## src/design/lcdc_pkg.sv

```systemverilog
// constants shared by the cache/dll clock control block
// assumes a 32-bit register port with byte offsets of one word each
package lcdc_pkg;
   localparam int DATA_W = 32;
   localparam int ADDR_W = 8;
   localparam int TAP_W  = 7;
   // register offsets
   localparam logic [7:0] OFF_CTRL   = 8'h00;
   localparam logic [7:0] OFF_CONFIG = 8'h04;
   localparam logic [7:0] OFF_STATUS = 8'h08;
   // control fields (bit 0 of the big-endian numbering is bit 31 here)
   localparam int CTRL_ENABLE_BIT = 31;
   localparam int CTRL_DO_BIT     = 22;
   localparam int CTRL_ZZ_BIT     = 20;
   localparam int CTRL_IO_BIT     = 10;
   localparam int CTRL_CS_BIT     = 9;
   localparam int CTRL_DRO_BIT    = 8;
   localparam int CTRL_TAP_LSB    = 1;
   localparam int CTRL_IP_BIT     = 0;
   localparam logic [31:0] CTRL_WR_MASK = 32'h8050_0700;
   localparam logic [31:0] CTRL_RESET   = 32'h0000_0000;
   // config fields
   localparam int CFG_BUS32_BIT   = 0;
   localparam int CFG_APCHK_BIT   = 1;
   localparam int CFG_DPCHK_BIT   = 2;
   localparam int CFG_PGEN_BIT    = 3;
   localparam int CFG_INVAL_BIT   = 4;
   localparam logic [3:0] CFG_RESET = 4'h0;
   // status fields
   localparam int STS_CKSTP_BIT   = 0;
   localparam int STS_NODRTRY_BIT = 1;
   localparam int STS_LOWPWR_BIT  = 2;
   // dll and invalidate figures
   localparam logic [6:0] TAP_LAST    = 7'h7F;
   localparam int         INVAL_LINES = 1024;
   localparam int         INVAL_W     = 10;
endpackage

```

## src/design/lcdc_sync.sv

```systemverilog
// two-flop synchroniser for levels entering the core clock domain
// assumes each bit is an independent level; no bus coherency implied
module lcdc_sync #(
   parameter int          W   = 1,
   parameter logic [W-1:0] RST = '0
) (
   input  wire logic         i_core_clk,
   input  wire logic         i_rst_n,
   input  wire logic [W-1:0] i_async,
   output logic      [W-1:0] o_sync
);
   logic [W-1:0] meta_r;

   always_ff @(posedge i_core_clk or negedge i_rst_n) begin
      if (!i_rst_n) begin
         meta_r <= RST;
         o_sync <= RST;
      end else begin
         meta_r <= i_async;
         o_sync <= meta_r;
      end
   end
endmodule

```

## src/design/lcdc_inval.sv

```systemverilog
// global invalidate sequencer: walks every line index once
// assumes the start pulse comes from the register port on the core clock
module lcdc_inval
   import lcdc_pkg::*;
(
   input  wire logic               i_core_clk,
   input  wire logic               i_rst_n,
   input  wire logic               i_start,
   output logic                    o_busy,
   output logic [INVAL_W-1:0]      o_index
);
   logic [INVAL_W-1:0] last_idx;
   assign last_idx = INVAL_W'(INVAL_LINES - 1);

   // a start while busy is ignored so the walk always completes
   always_ff @(posedge i_core_clk or negedge i_rst_n) begin
      if (!i_rst_n) begin
         o_busy  <= 1'b0;
         o_index <= '0;
      end else if (!o_busy) begin
         o_busy  <= i_start;
         o_index <= '0;
      end else if (o_index == last_idx) begin
         o_busy  <= 1'b0;
      end else begin
         o_index <= o_index + INVAL_W'(1);
      end
   end
endmodule

```

## src/design/lcdc_top.sv

```systemverilog
// second-level cache control register, dll clock gating and bus pins
// assumes the dll clock, tap value and hard reset are asynchronous pins;
// power-mode and access requests come from core-clock logic
//
// Contract
// - io mode: data hits still use cache
// - io mode: data misses bypass, no allocate
// - do and io together lock the cache
// - io bit writable at any time
// - clock-stop halts sram clocks in nap/sleep
// - feedback clock keeps running while gated
// - rollover with enable forces checkstop
// - last tap counts as potential rollover
// - tap counter readable, sampled on read
// - lsb shows invalidate in progress
// - 32-bit mode: unused lanes off, zero
// - parity check off disables parity receivers
// - data receivers off outside reads
// - address receivers always sampling for snoop
// - zz auto asserts sleep pin in nap
module lcdc_top (
   input  wire logic                          i_core_clk,
   input  wire logic                          i_rst_n,
   // register port
   input  wire logic [lcdc_pkg::ADDR_W-1:0]   i_addr,
   input  wire logic [lcdc_pkg::DATA_W-1:0]   i_wdata,
   input  wire logic                          i_wr,
   input  wire logic                          i_rd,
   output logic      [lcdc_pkg::DATA_W-1:0]   o_rdata,
   // power mode from the core
   input  wire logic                          i_nap_sleep,
   input  wire logic                          i_snoop_wake,
   // cache access lookup
   input  wire logic                          i_acc_valid,
   input  wire logic                          i_acc_data,
   input  wire logic                          i_acc_write,
   input  wire logic                          i_acc_hit,
   output logic                               o_acc_valid,
   output logic                               o_acc_use_cache,
   output logic                               o_acc_allocate,
   output logic                               o_acc_inhibit,
   // dll pins
   input  wire logic                          i_dll_clk,
   input  wire logic [lcdc_pkg::TAP_W-1:0]    i_dll_tap_counter,
   output logic                               o_sram_clock_out,
   output logic                               o_dll_feedback_path,
   output logic                               o_sram_sleep_pin,
   output logic                               o_checkstop_out_n_o,
   output logic                               o_checkstop_out_n_oe_n,
   // reset and retry straps
   input  wire logic                          i_hard_reset_n,
   input  wire logic                          i_data_retry_n,
   output logic                               o_no_data_retry_mode,
   // system bus data and parity
   input  wire logic                          i_read_active,
   input  wire logic                          i_drive_en,
   input  wire logic [31:0]                   i_data_high_src,
   input  wire logic [31:0]                   i_data_low_src,
   input  wire logic [7:0]                    i_data_parity_src,
   output logic      [31:0]                   o_data_high_o,
   output logic      [31:0]                   o_data_low_o,
   output logic      [7:0]                    o_data_parity_o,
   output logic                               o_data_high_oe_n,
   output logic                               o_data_low_oe_n,
   output logic                               o_data_high_rx_en,
   output logic                               o_data_low_rx_en,
   output logic      [7:0]                    o_data_parity_rx_en,
   output logic                               o_addr_parity_rx_en,
   output logic                               o_snoop_rx_en,
   output logic                               o_cache_enable_bit
);
   import lcdc_pkg::*;

   logic [31:0]      ctrl_r;
   logic [31:0]      ctrl_nxt;
   logic [3:0]       cfg_r;
   logic             ckstp_r;
   logic             inval_busy;
   logic [TAP_W-1:0] tap_s;
   logic             dll_clk_s;
   logic             hard_reset_n_s;
   logic             dretry_s;
   logic             lowpower_r;

   // sync pins into the core clock domain
   lcdc_sync #(.W(TAP_W), .RST('0)) u_tap_sync (
      .i_core_clk (i_core_clk),
      .i_rst_n    (i_rst_n),
      .i_async    (i_dll_tap_counter),
      .o_sync     (tap_s)
   );

   lcdc_sync #(.W(3), .RST(3'b111)) u_pin_sync (
      .i_core_clk (i_core_clk),
      .i_rst_n    (i_rst_n),
      .i_async    ({i_dll_clk, i_hard_reset_n, i_data_retry_n}),
      .o_sync     ({dll_clk_s, hard_reset_n_s, dretry_s})
   );

   // register decode
   wire sel_ctrl = (i_addr == OFF_CTRL);
   wire sel_cfg  = (i_addr == OFF_CONFIG);
   wire sel_sts  = (i_addr == OFF_STATUS);
   wire wr_ctrl  = i_wr & sel_ctrl;
   wire wr_cfg   = i_wr & sel_cfg;
   wire inval_go = wr_cfg & i_wdata[CFG_INVAL_BIT];

   // only writable bits change; tap and pending bits are never stored
   assign ctrl_nxt = wr_ctrl ? (i_wdata & CTRL_WR_MASK) : ctrl_r;

   // io bit lands on the next edge, no disable needed first
   always_ff @(posedge i_core_clk or negedge i_rst_n) begin
      if (!i_rst_n) begin
         ctrl_r <= CTRL_RESET;
      end else begin
         ctrl_r <= ctrl_nxt;
      end
   end

   always_ff @(posedge i_core_clk or negedge i_rst_n) begin
      if (!i_rst_n) begin
         cfg_r <= CFG_RESET;
      end else if (wr_cfg) begin
         cfg_r <= i_wdata[3:0];
      end
   end

   wire io_en    = ctrl_r[CTRL_IO_BIT];
   wire do_en    = ctrl_r[CTRL_DO_BIT];
   wire cs_en    = ctrl_r[CTRL_CS_BIT];
   wire zz_en    = ctrl_r[CTRL_ZZ_BIT];
   wire dro_en   = ctrl_r[CTRL_DRO_BIT];
   wire l2_on    = ctrl_r[CTRL_ENABLE_BIT];
   wire bus32    = cfg_r[CFG_BUS32_BIT];
   wire apchk    = cfg_r[CFG_APCHK_BIT];
   wire dpchk    = cfg_r[CFG_DPCHK_BIT];

   // invalidate walk
   lcdc_inval u_inval (
      .i_core_clk (i_core_clk),
      .i_rst_n    (i_rst_n),
      .i_start    (inval_go),
      .o_busy     (inval_busy),
      .o_index    ()
   );

   // read mux; the tap value is whatever is seen in the read cycle,
   // so bits may straddle a change and software must reread
   wire [31:0] ctrl_view = {ctrl_r[31:8],
                            tap_s,
                            inval_busy};
   wire [31:0] cfg_view  = {28'h0000000, cfg_r};
   wire [31:0] sts_view  = {29'h00000000,
                            lowpower_r,
                            o_no_data_retry_mode,
                            ckstp_r};
   wire [31:0] rd_mux    = sel_ctrl ? ctrl_view :
                           sel_cfg  ? cfg_view  :
                           sel_sts  ? sts_view  : 32'h0000_0000;

   always_ff @(posedge i_core_clk or negedge i_rst_n) begin
      if (!i_rst_n) begin
         o_rdata <= 32'h0000_0000;
      end else begin
         o_rdata <= i_rd ? rd_mux : 32'h0000_0000;
      end
   end

   // access steering
   wire locked    = io_en & do_en;
   wire data_miss = i_acc_data & ~i_acc_hit;
   wire bypass    = l2_on & io_en & data_miss;
   // only a hit is serviced; a miss goes out, allocating or not
   wire use_c     = l2_on & i_acc_hit;
   // do mode keeps instruction misses out, io mode data misses
   wire alloc_ok  = ~locked & ~(io_en & i_acc_data) &
                    ~(do_en & ~i_acc_data);
   wire alloc     = l2_on & ~i_acc_hit & alloc_ok;

   always_ff @(posedge i_core_clk or negedge i_rst_n) begin
      if (!i_rst_n) begin
         o_acc_valid     <= 1'b0;
         o_acc_use_cache <= 1'b0;
         o_acc_allocate  <= 1'b0;
         o_acc_inhibit   <= 1'b0;
      end else begin
         o_acc_valid     <= i_acc_valid;
         o_acc_use_cache <= i_acc_valid & use_c & ~bypass;
         o_acc_allocate  <= i_acc_valid & alloc;
         o_acc_inhibit   <= i_acc_valid & bypass;
      end
   end

   // power mode; a snoop wake counts as a temporary exit
   always_ff @(posedge i_core_clk or negedge i_rst_n) begin
      if (!i_rst_n) begin
         lowpower_r <= 1'b0;
      end else begin
         lowpower_r <= i_nap_sleep & ~i_snoop_wake;
      end
   end

   // clocks follow the sampled dll clock; the gate only touches the
   // sram clock so the feedback loop and dll lock are undisturbed
   always_ff @(posedge i_core_clk or negedge i_rst_n) begin
      if (!i_rst_n) begin
         o_sram_clock_out    <= 1'b0;
         o_dll_feedback_path <= 1'b0;
         o_sram_sleep_pin    <= 1'b0;
      end else begin
         o_sram_clock_out    <= dll_clk_s & ~(cs_en & lowpower_r);
         o_dll_feedback_path <= dll_clk_s;
         o_sram_sleep_pin    <= zz_en & lowpower_r;
      end
   end

   // checkstop is sticky until reset; software arms it any time
   wire at_last_tap = (tap_s == TAP_LAST);
   always_ff @(posedge i_core_clk or negedge i_rst_n) begin
      if (!i_rst_n) begin
         ckstp_r <= 1'b0;
      end else if (dro_en & at_last_tap) begin
         ckstp_r <= 1'b1;
      end
   end

   // open-drain: enable low pulls the pin down
   always_ff @(posedge i_core_clk or negedge i_rst_n) begin
      if (!i_rst_n) begin
         o_checkstop_out_n_o    <= 1'b0;
         o_checkstop_out_n_oe_n <= 1'b1;
      end else begin
         o_checkstop_out_n_o    <= 1'b0;
         o_checkstop_out_n_oe_n <= ~(dro_en & at_last_tap) & ~ckstp_r;
      end
   end

   // retry pin low while hard reset is held selects the no-retry mode;
   // the last value seen before hard reset rises is kept
   always_ff @(posedge i_core_clk or negedge i_rst_n) begin
      if (!i_rst_n) begin
         o_no_data_retry_mode <= 1'b0;
      end else if (!hard_reset_n_s) begin
         o_no_data_retry_mode <= ~dretry_s;
      end
   end

   // pin receivers and drivers
   wire        rx_data   = i_read_active;
   wire [31:0] low_drv   = bus32 ? 32'h0000_0000 : i_data_low_src;
   wire [7:0]  par_drv   = bus32 ? {i_data_parity_src[7:4], 4'h0}
                                 : i_data_parity_src;
   wire [7:0]  par_rx    = {4'hF, {4{~bus32}}} & {8{dpchk & rx_data}};

   // pin data and enables are registered so every pin leaves a flop;
   // the drive enable is the bus unit's, this block only zeroes lanes
   always_ff @(posedge i_core_clk or negedge i_rst_n) begin
      if (!i_rst_n) begin
         o_data_high_o    <= 32'h0000_0000;
         o_data_low_o     <= 32'h0000_0000;
         o_data_parity_o  <= 8'h00;
         o_data_high_oe_n <= 1'b1;
         o_data_low_oe_n  <= 1'b1;
      end else begin
         o_data_high_o    <= i_data_high_src;
         o_data_low_o     <= low_drv;
         o_data_parity_o  <= par_drv;
         o_data_high_oe_n <= ~i_drive_en;
         o_data_low_oe_n  <= ~i_drive_en;
      end
   end

   // receivers off by default; an idle floating bus then draws no current
   always_ff @(posedge i_core_clk or negedge i_rst_n) begin
      if (!i_rst_n) begin
         o_data_high_rx_en   <= 1'b0;
         o_data_low_rx_en    <= 1'b0;
         o_data_parity_rx_en <= 8'h00;
         o_addr_parity_rx_en <= 1'b0;
      end else begin
         o_data_high_rx_en   <= rx_data;
         o_data_low_rx_en    <= rx_data & ~bus32;
         o_data_parity_rx_en <= par_rx;
         o_addr_parity_rx_en <= apchk;
      end
   end

   // snoop receivers must stay on even with the address bus floating
   always_ff @(posedge i_core_clk or negedge i_rst_n) begin
      if (!i_rst_n) begin
         o_snoop_rx_en      <= 1'b0;
         o_cache_enable_bit <= 1'b0;
      end else begin
         o_snoop_rx_en      <= 1'b1;
         o_cache_enable_bit <= l2_on;
      end
   end
endmodule

```

## config.mk

```make
export PLATFORM = sky130hd
export DESIGN_NAME = lcdc_top
export DESIGN_NICKNAME = d
export VERILOG_FILES = /design/src/design/lcdc_pkg.sv /design/src/design/lcdc_sync.sv /design/src/design/lcdc_inval.sv /design/src/design/lcdc_top.sv
export SDC_FILE = /design/constraint.sdc
export NUM_CORES = 1
export LEC_CHECK = 0
export BUFFER_PORTS_ARGS = -buffer_cell sky130_fd_sc_hd__buf_2
export CAP_MARGIN = 15
export CORE_MARGIN = 5
export CORE_UTILIZATION = 40
export CTS_CLUSTER_SIZE = 16
export DETAILED_ROUTE_END_ITERATION = 8
export PLACE_DENSITY = 0.78
export SETUP_SLACK_MARGIN = 0.15
export SLEW_MARGIN = 25
export SYNTH_ARGS = -nofsm -noshare
export SYNTH_HDL_FRONTEND = slang
export SYNTH_SLANG_ARGS = --single-unit
```

## constraint.sdc

```tcl
create_clock -name i_core_clk -period 1.5 [get_ports i_core_clk]
set_input_delay 0.225 -clock i_core_clk [delete_from_list [all_inputs] [get_ports i_core_clk]]
set_output_delay 0.225 -clock i_core_clk [all_outputs]
set_load 0.02 [all_outputs]
```

==> results of run 1 <==
## cell type report
cell class / instances / area, um^2
Clock buffer: 19 / 453
Clock inverter: 12 / 106
Fill cell: 921 / 4740
Inverter: 6 / 22.5
Multi-Input combinational cell: 158 / 1060
Sequential cell: 146 / 3660
Tap cell: 147 / 184
Timing Repair Buffer: 289 / 1790
## through the flow
| stage | utilization (%) | power, W | TNS (ps) | instances | area, um^2 |
|---|---|---|---|---|---|
| 2_1_floorplan | - | 0.00459 | -1070 | 344 | 4960 |
| 3_3_place_gp | 51.1 | 0.00493 | -2440 | 691 | 6130 |
| 3_5_place_dp | 51.1 | 0.00496 | -2640 | 691 | 6130 |
| 4_1_cts | 60.3 | 0.00902 | 0 | 776 | 7240 |
| 5_1_grt | 60.6 | 0.00927 | 0 | 777 | 7280 |
| 6_report | 60.6 | 0.00888 | 0 | 777 | 7280 |
## cell usage in the layout, fill, tap and decap left out, types with 2 or more instances in the layout
| master | n |
|---|---|
| and3_1 | 3 |
| dfrtp_1 | 138 |
| dfstp_2 | 8 |
| buf_4 | 15 |
| nand3_1 | 2 |
| clkinv_2 | 5 |
| nand4_1 | 4 |
| inv_1 | 6 |
| o31ai_1 | 2 |
| a21oi_1 | 7 |
| a31oi_1 | 3 |
| nor3_1 | 4 |
| mux2_4 | 6 |
| or3_1 | 2 |
| nand2_1 | 11 |
| or4_4 | 2 |
| and2_1 | 13 |
| dlygate4sd3_1 | 52 |
| clkinv_4 | 3 |
| conb_1 | 20 |
| or2_2 | 4 |
| buf_12 | 2 |
| buf_2 | 218 |
| nor2b_1 | 40 |
| clkbuf_16 | 17 |
| buf_6 | 2 |
| inv_6 | 2 |
| clkbuf_8 | 2 |
| and4_1 | 2 |
| mux2_2 | 4 |
| nor2_1 | 3 |
| mux2i_1 | 7 |
## how the worst max path moves through the flow
stage	depth (start not counted)	slack (ps)	endpoint	start
global route	3	70	u_inval.o_index[9]	u_inval.o_index[0]
CTS	3	130	u_inval.o_index[9]	u_inval.o_index[0]
finish	3	110	u_inval.o_index[9]	u_inval.o_index[0]
floorplan	5	-180	ctrl_r[10]	i_addr[2]
global placement	4	-370	ctrl_r[31]	i_addr[3]
detailed placement	4	-390	ctrl_r[8]	i_addr[3]
## logic make-up (layout without fill, tap and decap cells)
logic type / count (synthesis) / in the layout / share of synthesized area (%)
compound gates: 18 / 18 / 2.36
xor+xnor: 2 / 2 / 0.359
fa+ha+maj: 1 / 1 / 0.256
buf+inv: 40 / 326 / 5.38
flops: 146 / 146 / 75.1
mux: 17 / 17 / 4.20
other cells: 2 / 20 / 0.154
simple gates: 100 / 100 / 12.2
## Yosys cell counts (5+ instances only)
master / n
and2_1: 13
inv_1: 6
dfrtp_1: 138
nor2b_1: 40
clkbuf_1: 5
mux2i_1: 7
dfstp_2: 8
a21oi_1: 7
buf_4: 26
nand2_1: 12
mux2_4: 6
## power breakdown
group | leakage [nW] | total [W] | internal (W) | switching [W]
combinational | 1.68 | 0.000823 | 0.000366 | 0.000458
sequential | 1.79 | 0.00417 | 0.00411 | 0.0000608
clock | 0.279 | 0.00389 | 0.00236 | 0.00153
## timing repair
| item | 4_1_cts | 5_1_grt |
|---|---|---|
| endpoints found under the setup margin | 15 | 14 |
| gates resized for setup | 3 | 6 |
| hold buffers | 52 | 0 |
| buffers inserted | 2 | 1 |
| pin swaps | 1 | 3 |
| gates cloned | 0 | 0 |
| endpoints found under the hold margin | 192 | 0 |
## state kept, by name, summed over array words and instances (netlist names), 2 cells and up
| signal | count |
|---|---|
| o_data_high_o | 32 |
| u_pin_sync.o_sync | 3 |
| u_tap_sync.meta_r | 7 |
| o_data_parity_o | 8 |
| u_tap_sync.o_sync | 7 |
| cfg_r | 4 |
| o_data_parity_rx_en | 2 |
| o_rdata | 14 |
| u_pin_sync.meta_r | 3 |
| o_data_low_o | 32 |
| ctrl_r | 6 |
| u_inval.o_index | 10 |
## routing by layer
metal	wire length (um)	global-route usage, %	vias up
met5	7	0	-
met3	1310	7.34	16
met1	4450	18.8	1640
li1	-	-	1612
met4	201	7.08	2
met2	5930	27.8	182
## critical path: stages, from the launching register on
cell	delay [ps]
dfrtp_1	390
ha_2	200
or3_1	380
o311a_1	300
==> metrics.cfg, run 1 <==
[global_routing]
grt_pass1_vias = 3756
gr-total-overflow = 0
grt_util_all_layers_pct = 16.7
antenna_found_initial = 1
grt_pass1_wl_um = 18700
grt_max_degree = 53

[drt]
firstDrtPassIters = 4
drt-initial-drc-count = 121
drc_errors = 0
drtAntennaViolNets = 0
vias_per_cell = 4.44
via_count = 3452
routed_wl_um = 11900
wire_per_inst_um = 15.3

[place]
hpwl_um = 8430
gp_congestion = 0.785
io_buffers = 221
dp_slack_ps = -395

[timing]
drv_slew = 0
finalWorstSetupSlack_ps = 109
rsz0062_at_grt = true
min_period_ps = 1390
finalCritPeriodShare_pct = 92.7
setup_viol = 0
hold_ws_ps = 28.3
finClkSkew_ps = 11.0
fmax_mhz = 719
hold_viol = 0

[layout]
area_growth_pct = 49.1
num_antenna_cells = 0
finalNetCount = 753
drive_gt1_share_pct = 47.5

[power_and_ir_drop]
ir_drop_mv = 0.867
power.density_nw_per_um2 = 1220
leakage_nw = 3.75

[critical_path]
reg2regPathDepth = 3
worstPathArrival_ps = 1680
r2r-start = u_inval.o_index[0]
cp_max_fo = 3
start_kind = flop
r2r_end = u_inval.o_index[9]
worstPathRequired_ps = 1780
regToRegSetupSlack_ps = 110
path_class = reg2reg
end_kind = flop

[logic_synthesis]
syn_area_per_cell_um2 = 15.0
netlist_area_um2 = 4880
synth_cells = 326
synthArstFlopShare_pct = 100
synth-seq-area-share_pct = 75.1
ys_types = 39
yosysTopAreaCell = dfrtp_1
synthTopCellsByArea = dfrtp_1, nor2b_1, dfstp_2
yosysTopAreaCellShare_pct = 70.8
synth-main-ff-cell = dfrtp_1
synth_seq_cells = 146
synth-edff-count = 0
ys_warn_count = 0

[clocking]
clk_path_buf_depth = 2
cts_made_buffers = 17
cts.sink_count = 146
cts_tree = done
cts_root_buf = clkbuf_16
insertion_delay_ps = 410
clkSlewWorstSetupHoldPaths_ps = 60
htreeDepth = 4

[die]
die_h_um = 120
ios = 263
dieArea_um2 = 14500
initial_core_util_pct = 40.6
die_x_um = 120
core_um2 = 12000
fp-row-count = 40

[hold_path]
hold_class = in2reg
hold_start = i_data_low_src[0]
whs_endpoint = o_data_low_o[0]
hold_depth = 2

[flow_run]
drv_cap = 0

[run_status]
outcome = completed

Power figures use the tool's default switching activity.
==> run 2: changes to the inputs <==
--- a/config.mk
+++ b/config.mk
@@ -5,10 +5,11 @@
 export SDC_FILE = /design/constraint.sdc
 export NUM_CORES = 1
 export LEC_CHECK = 0
+export ABC_AREA = 1
 export BUFFER_PORTS_ARGS = -buffer_cell sky130_fd_sc_hd__buf_2
 export CAP_MARGIN = 15
 export CORE_MARGIN = 5
-export CORE_UTILIZATION = 40
+export CORE_UTILIZATION = 41
 export CTS_CLUSTER_SIZE = 16
 export DETAILED_ROUTE_END_ITERATION = 8
 export PLACE_DENSITY = 0.78
==> run 2 against run 1 <==
Worst setup slack better by 82 ps. Final cell count up 18%. Core utilization up 2.5 points. Fmax up 6.2%. Register-to-register slack better by 90 ps. Clock-buffer cell count up 2. Synthesized cell count up 33%. Hold slack worse by 11 ps. Non-clock buffer count up 8. Critical path depth down 2. Die area up 1.4%. Critical endpoint is now o_data_low_oe_n. Largest cell class unchanged.
==> metrics.cfg, run 2 <==
[drt]
wire_per_inst_um = 13.8
vias_per_cell = 4.24
routed_wl_um = 12600
drc_errors = 0
via_count = 3875
firstDrtPassIters = 4
drtAntennaViolNets = 0
drt-initial-drc-count = 150

[global_routing]
antenna_found_initial = 0
gr-total-overflow = 0
grt_util_all_layers_pct = 17.7
grt_pass1_vias = 4221
grt_pass1_wl_um = 20000
grt_max_degree = 45

[critical_path]
worstPathArrival_ps = 1080
cpLargestDelayFamily = flip-flops
crit_chain = buf_2
crit_buf_inv = 1
start_kind = flop
end_kind = output pin
crit_slowest_cell = dfstp_2
slowest_delay_ps = 520
path_class = reg2out
worstPathRequired_ps = 1270
cp_max_fo = 2

[clocking]
cts_made_buffers = 17
cts_root_buf = clkbuf_16
htreeDepth = 4
clk_path_buf_depth = 2
cts.sink_count = 146
clkSlewWorstSetupHoldPaths_ps = 60
insertion_delay_ps = 410
cts_tree = done

[layout]
final_cells = 914
num-fill-cells = 918
layout_commonest_cell = buf_2
drive_gt1_share_pct = 41.0
multiInputGateArea_um2 = 992
final_area_um2 = 7600
reg.largest.list = o_data_high_o x32, o_data_low_o x32, o_rdata x14
finalNetCount = 868
area_growth_pct = 49.8
most-common-layout-cells = buf_2, dfrtp_1, inv_1
num_antenna_cells = 0
regArea_um2 = 3660

[logic_synthesis]
synthArstFlopShare_pct = 100
ys_types = 30
synth_cells = 432
yosysTopAreaCellShare_pct = 68.0
netlist_top_cells_count = dfrtp_1, inv_1, nand2_1
yosys.area_share.simple_pct = 15.9
ys_warn_count = 0
netlist_area_um2 = 5080
synth-seq-area-share_pct = 72.2
synth-edff-count = 0
synth_top_family_by_area = simple AND/OR/NAND/NOR gates
synthMuxAreaShare_pct = 0
synth_compound_area_share_pct = 1.72
synth_xor_area_share_pct = 0.172
synth_fa_ha_area_share_pct = 0.246
synth_seq_cells = 146
synth_most_common_cell = dfrtp_1
synth-main-ff-cell = dfrtp_1
syn_area_per_cell_um2 = 11.8
synthTopCellsByArea = dfrtp_1, inv_1, nand2_1
yosysTopAreaCell = dfrtp_1

[die]
initial_core_util_pct = 42.1
dieArea_um2 = 14700
core_um2 = 12100
die_x_um = 121
fp-row-count = 40
ios = 263
die_h_um = 121

[timing]
rsz0062_at_grt = true
fmax_mhz = 764
hold_viol = 0
finalCritPeriodShare_pct = 87.3
setup_viol = 0
finalWorstSetupSlack_ps = 190
finalSetupTns_ps = 0
finClkSkew_ps = 5.92
drv_slew = 0
min_period_ps = 1310

[place]
placed_area_um2 = 6320
hpwl_um = 8690
gp_congestion = 0.741
dp_slack_ps = 114
dp_cells = 814
io_buffers = 221

[power_and_ir_drop]
p_int_w = 0.00709
power.total_w = 0.00921
seqPwrFrac_pct = 45.2
ir_drop_mv = 0.856
swShare_pct = 23.0
p_comb_share_pct = 9.2
p_sw_w = 0.00212
leakage_nw = 4.15
power.share.clock_pct = 45.6
power.density_nw_per_um2 = 1210

[hold_path]
hold_class = in2reg

[flow_run]
drv_cap = 0

[run_status]
outcome = completed

## run 2: area by class of cell
cell class | instances | area share, %
timing repair buffer | 297 | 24.6
clock buffer | 21 | 6.32
clock inverter | 11 | 1.69
inverter | 68 | 3.36
multi-input combinational | 203 | 13.0
sequential | 146 | 48.2
tap | 168 | 2.76
## run 2: power groups by stage
stage	combinational (W)	clock [W]	sequential, W
CTS	0.000849	0.00430	0.00416
detailed placement	0.000720	0	0.00423
floorplan	0.000200	0	0.00438
global route	0.000931	0.00450	0.00417
finish	0.000850	0.00420	0.00416
global placement	0.000698	0	0.00422
## run 2: per-stage QoR
stage               hold slack, ps  utilization, %
global route                  3.19            63.0
detailed placement             150            52.4
floorplan                    -70.6               -
finish                        17.6            63.0
global placement               147            52.4
CTS                          0.232            62.9
## run 2: repair_timing
action / CTS / global route
endpoints found under the setup margin: 3 / 5
resized for setup: 1 / 1
buffers inserted: 2 / 1
hold buffers: 64 / 1
hold endpoints to repair: 98 / 1
gates cloned: 0 / 0
pin swaps: 0 / 1
## run 2: metal layers
layer	vias up	part of all wire, %	global-route usage [%]
li1	1849	-	-
met1	1828	36	18.4
met2	164	54	31.8
met3	34	6.8	5.92
met4	0	3.1	8.26
met5	-	0	0
## run 2: worst paths after layout
path                       depth (start not counted)                 start  slack, ps              endpoint
setup / recovery                                   1      o_data_high_oe_n        190       o_data_low_oe_n
hold / removal                                     3     i_data_low_src[6]         20       o_data_low_o[6]
setup reg to reg                                   8    u_inval.o_index[0]        200    u_inval.o_index[0]
hold reg to reg                                    0  u_tap_sync.meta_r[6]        350  u_tap_sync.o_sync[6]
max in group asynchronous                          3               i_rst_n        650      o_data_high_oe_n
min in group asynchronous                          2               i_rst_n        270            o_rdata[5]
## run 2: logic make-up (layout without fill, tap and decap cells)
family / count (synthesis) / in the layout
AOI/OAI and AO/OA: 13 / 13
xor gates and xnor gates: 1 / 1
adders and majority gates: 1 / 1
buffers and inverters: 101 / 397
DFF: 146 / 146
other: 2 / 20
and+or+nand+nor: 168 / 168
==> run 3: changes to the inputs <==
--- a/config.mk
+++ b/config.mk
@@ -12,7 +12,7 @@
 export CORE_UTILIZATION = 41
 export CTS_CLUSTER_SIZE = 16
 export DETAILED_ROUTE_END_ITERATION = 8
-export PLACE_DENSITY = 0.78
+export PLACE_DENSITY = 0.75
 export SETUP_SLACK_MARGIN = 0.15
 export SLEW_MARGIN = 25
 export SYNTH_ARGS = -nofsm -noshare
==> run 3 against run 2 <==
Hold slack worse by 3.6 ps. Global-route usage is 0.070 points lower. Non-clock buffer count is 13 lower. Sequential power hardly changed. Critical path depth is 7 higher. Combinational power is 3.1% lower. Worst setup slack worse by 31 ps. First-iteration DRC count is 8.7% higher. Sequential cell count stayed put. Routed wire length hardly changed. Clock power hardly changed. Design area is 1.6% lower.
==> metrics.cfg, run 3 (synthesized netlist as in run 2, its figures left out) <==
[drt]
vias_per_cell = 4.26
routed_wl_um = 12600
via_count = 3855
drt-initial-drc-count = 163
drtAntennaViolNets = 0
firstDrtPassIters = 4
drc_errors = 0
wire_per_inst_um = 14.0

[clocking]
cts_root_buf = clkbuf_16
cts_tree = done
cts_made_buffers = 17
clkSlewWorstSetupHoldPaths_ps = 60
cts.sink_count = 146
htreeDepth = 4
clk_path_buf_depth = 2
insertion_delay_ps = 410

[critical_path]
reg2regPathDepth = 8
worstPathRequired_ps = 1800
worstPathArrival_ps = 1640
path_class = reg2reg
crit_chain = ha_2 -> nand2_2 -> nor2_4 -> nand2_4 -> nor2_8 -> nand2_4 -> nand2_2 -> nand2_1
slowest_delay_ps = 380
regToRegSetupSlack_ps = 160
end_kind = flop
cp_max_fo = 7
start_kind = flop
crit_slowest_cell = dfrtp_1
r2r-start = u_inval.o_index[1]
r2r_end = u_inval.o_index[0]

[place]
gp_congestion = 0.765
io_buffers = 221
placed_area_um2 = 6310
hpwl_um = 8860

[hold_path]
hold_class = in2reg
hold_depth = 3
whs_endpoint = o_data_low_o[0]
hold_start = i_data_low_src[0]

[run_status]
outcome = completed

[layout]
finalNetCount = 855
layout_commonest_cell = buf_2
drive_gt1_share_pct = 41.3
reg.largest.list = o_data_high_o x32, o_data_low_o x32, o_rdata x14
final_area_um2 = 7480
area_growth_pct = 47.4
most-common-layout-cells = buf_2, dfrtp_1, inv_1
num-fill-cells = 979

[power_and_ir_drop]
power.total_w = 0.00917
ir_drop_mv = 0.951
leakage_nw = 4.09
power.density_nw_per_um2 = 1220

[timing]
min_period_ps = 1340
rsz0062_at_grt = true
setup_viol = 0
hold_ws_ps = 14.0
hold_viol = 0
drv_slew = 0
finClkSkew_ps = 6.83
fmax_mhz = 746
finalSetupTns_ps = 0
finalCritPeriodShare_pct = 89.3

[global_routing]
grt_max_degree = 55
gr-total-overflow = 0
antenna_found_initial = 6
grt_pass1_wl_um = 19900
grt_util_all_layers_pct = 17.6
grt_pass1_vias = 4241

[die]
dieArea_um2 = 14700
initial_core_util_pct = 42.1
ios = 263
core_um2 = 12100
die_h_um = 121
fp-row-count = 40
die_x_um = 121

[flow_run]
drv_cap = 0

run 3: critical path, delay by kind of cell (launching register included):
kind                     cells  cell delay [ps]
flip-flops                   1              380
adder cells (fa/ha/maj)      1              210
AND/OR/NAND/NOR              7              640
run 3: repair_timing:
action,in CTS,in global routing
cloned,0,0
endpoints found under the setup margin,2,4
gates resized for setup,1,1
pin swaps,1,0
hold endpoints to repair,107,0
hold buffers,55,0
buffers inserted,1,2
run 3: how the worst max path moves through the flow:
| stage | startpoint | end | slack (ps) | cells after the start |
|---|---|---|---|---|
| floorplan | u_inval.o_index[0] | u_inval.o_index[0] | 260 | 8 |
| global placement | u_inval.o_index[0] | u_inval.o_index[0] | 170 | 8 |
| detailed placement | u_inval.o_index[0] | u_inval.o_index[0] | 100 | 8 |
| CTS | u_inval.o_index[1] | u_inval.o_index[0] | 150 | 8 |
| global route | u_inval.o_index[1] | u_inval.o_index[0] | 80 | 8 |
| finish | u_inval.o_index[1] | u_inval.o_index[0] | 160 | 8 |
run 3: power breakdown:
part | leakage (nW) | switching (W) | internal, W
logic | 2.03 | 0.000488 | 0.000336
clock network | 0.289 | 0.00166 | 0.00252
registers | 1.77 | 0.0000571 | 0.00410
total | 4.09 | 0.00221 | 0.00696
run 3: cell type report:
class	instances	area [um^2]	share of cell area (%)
well taps	168	210	2.81
flip-flops and latches	146	3660	48.9
diodes	3	7.51	0.100
multi-input cells	203	992	13.3
clock inverters	14	154	2.06
repair buffers	284	1760	23.6
inverters	68	255	3.41
clock buffers	18	439	5.87
run 3: stage by stage:
step | util (%) | setup WS [ps] | instances
after global routing | 62.1 | 75.6 | 904
after detailed placement | 52.3 | 96.2 | 811
after CTS | 61.8 | 152 | 899
after global placement | 52.3 | 168 | 811
final | 62.1 | 160 | 904
after floorplan | - | 260 | 450
run 3: layer usage:
layer / track usage [%] / vias to the layer above / part of all wire (%)
met5: 0 / - / 0.27
met4: 7.84 / 6 / 3.1
met3: 6.81 / 36 / 8.5
met2: 30.7 / 166 / 53
met1: 18.8 / 1827 / 35
li1: - / 1820 / -
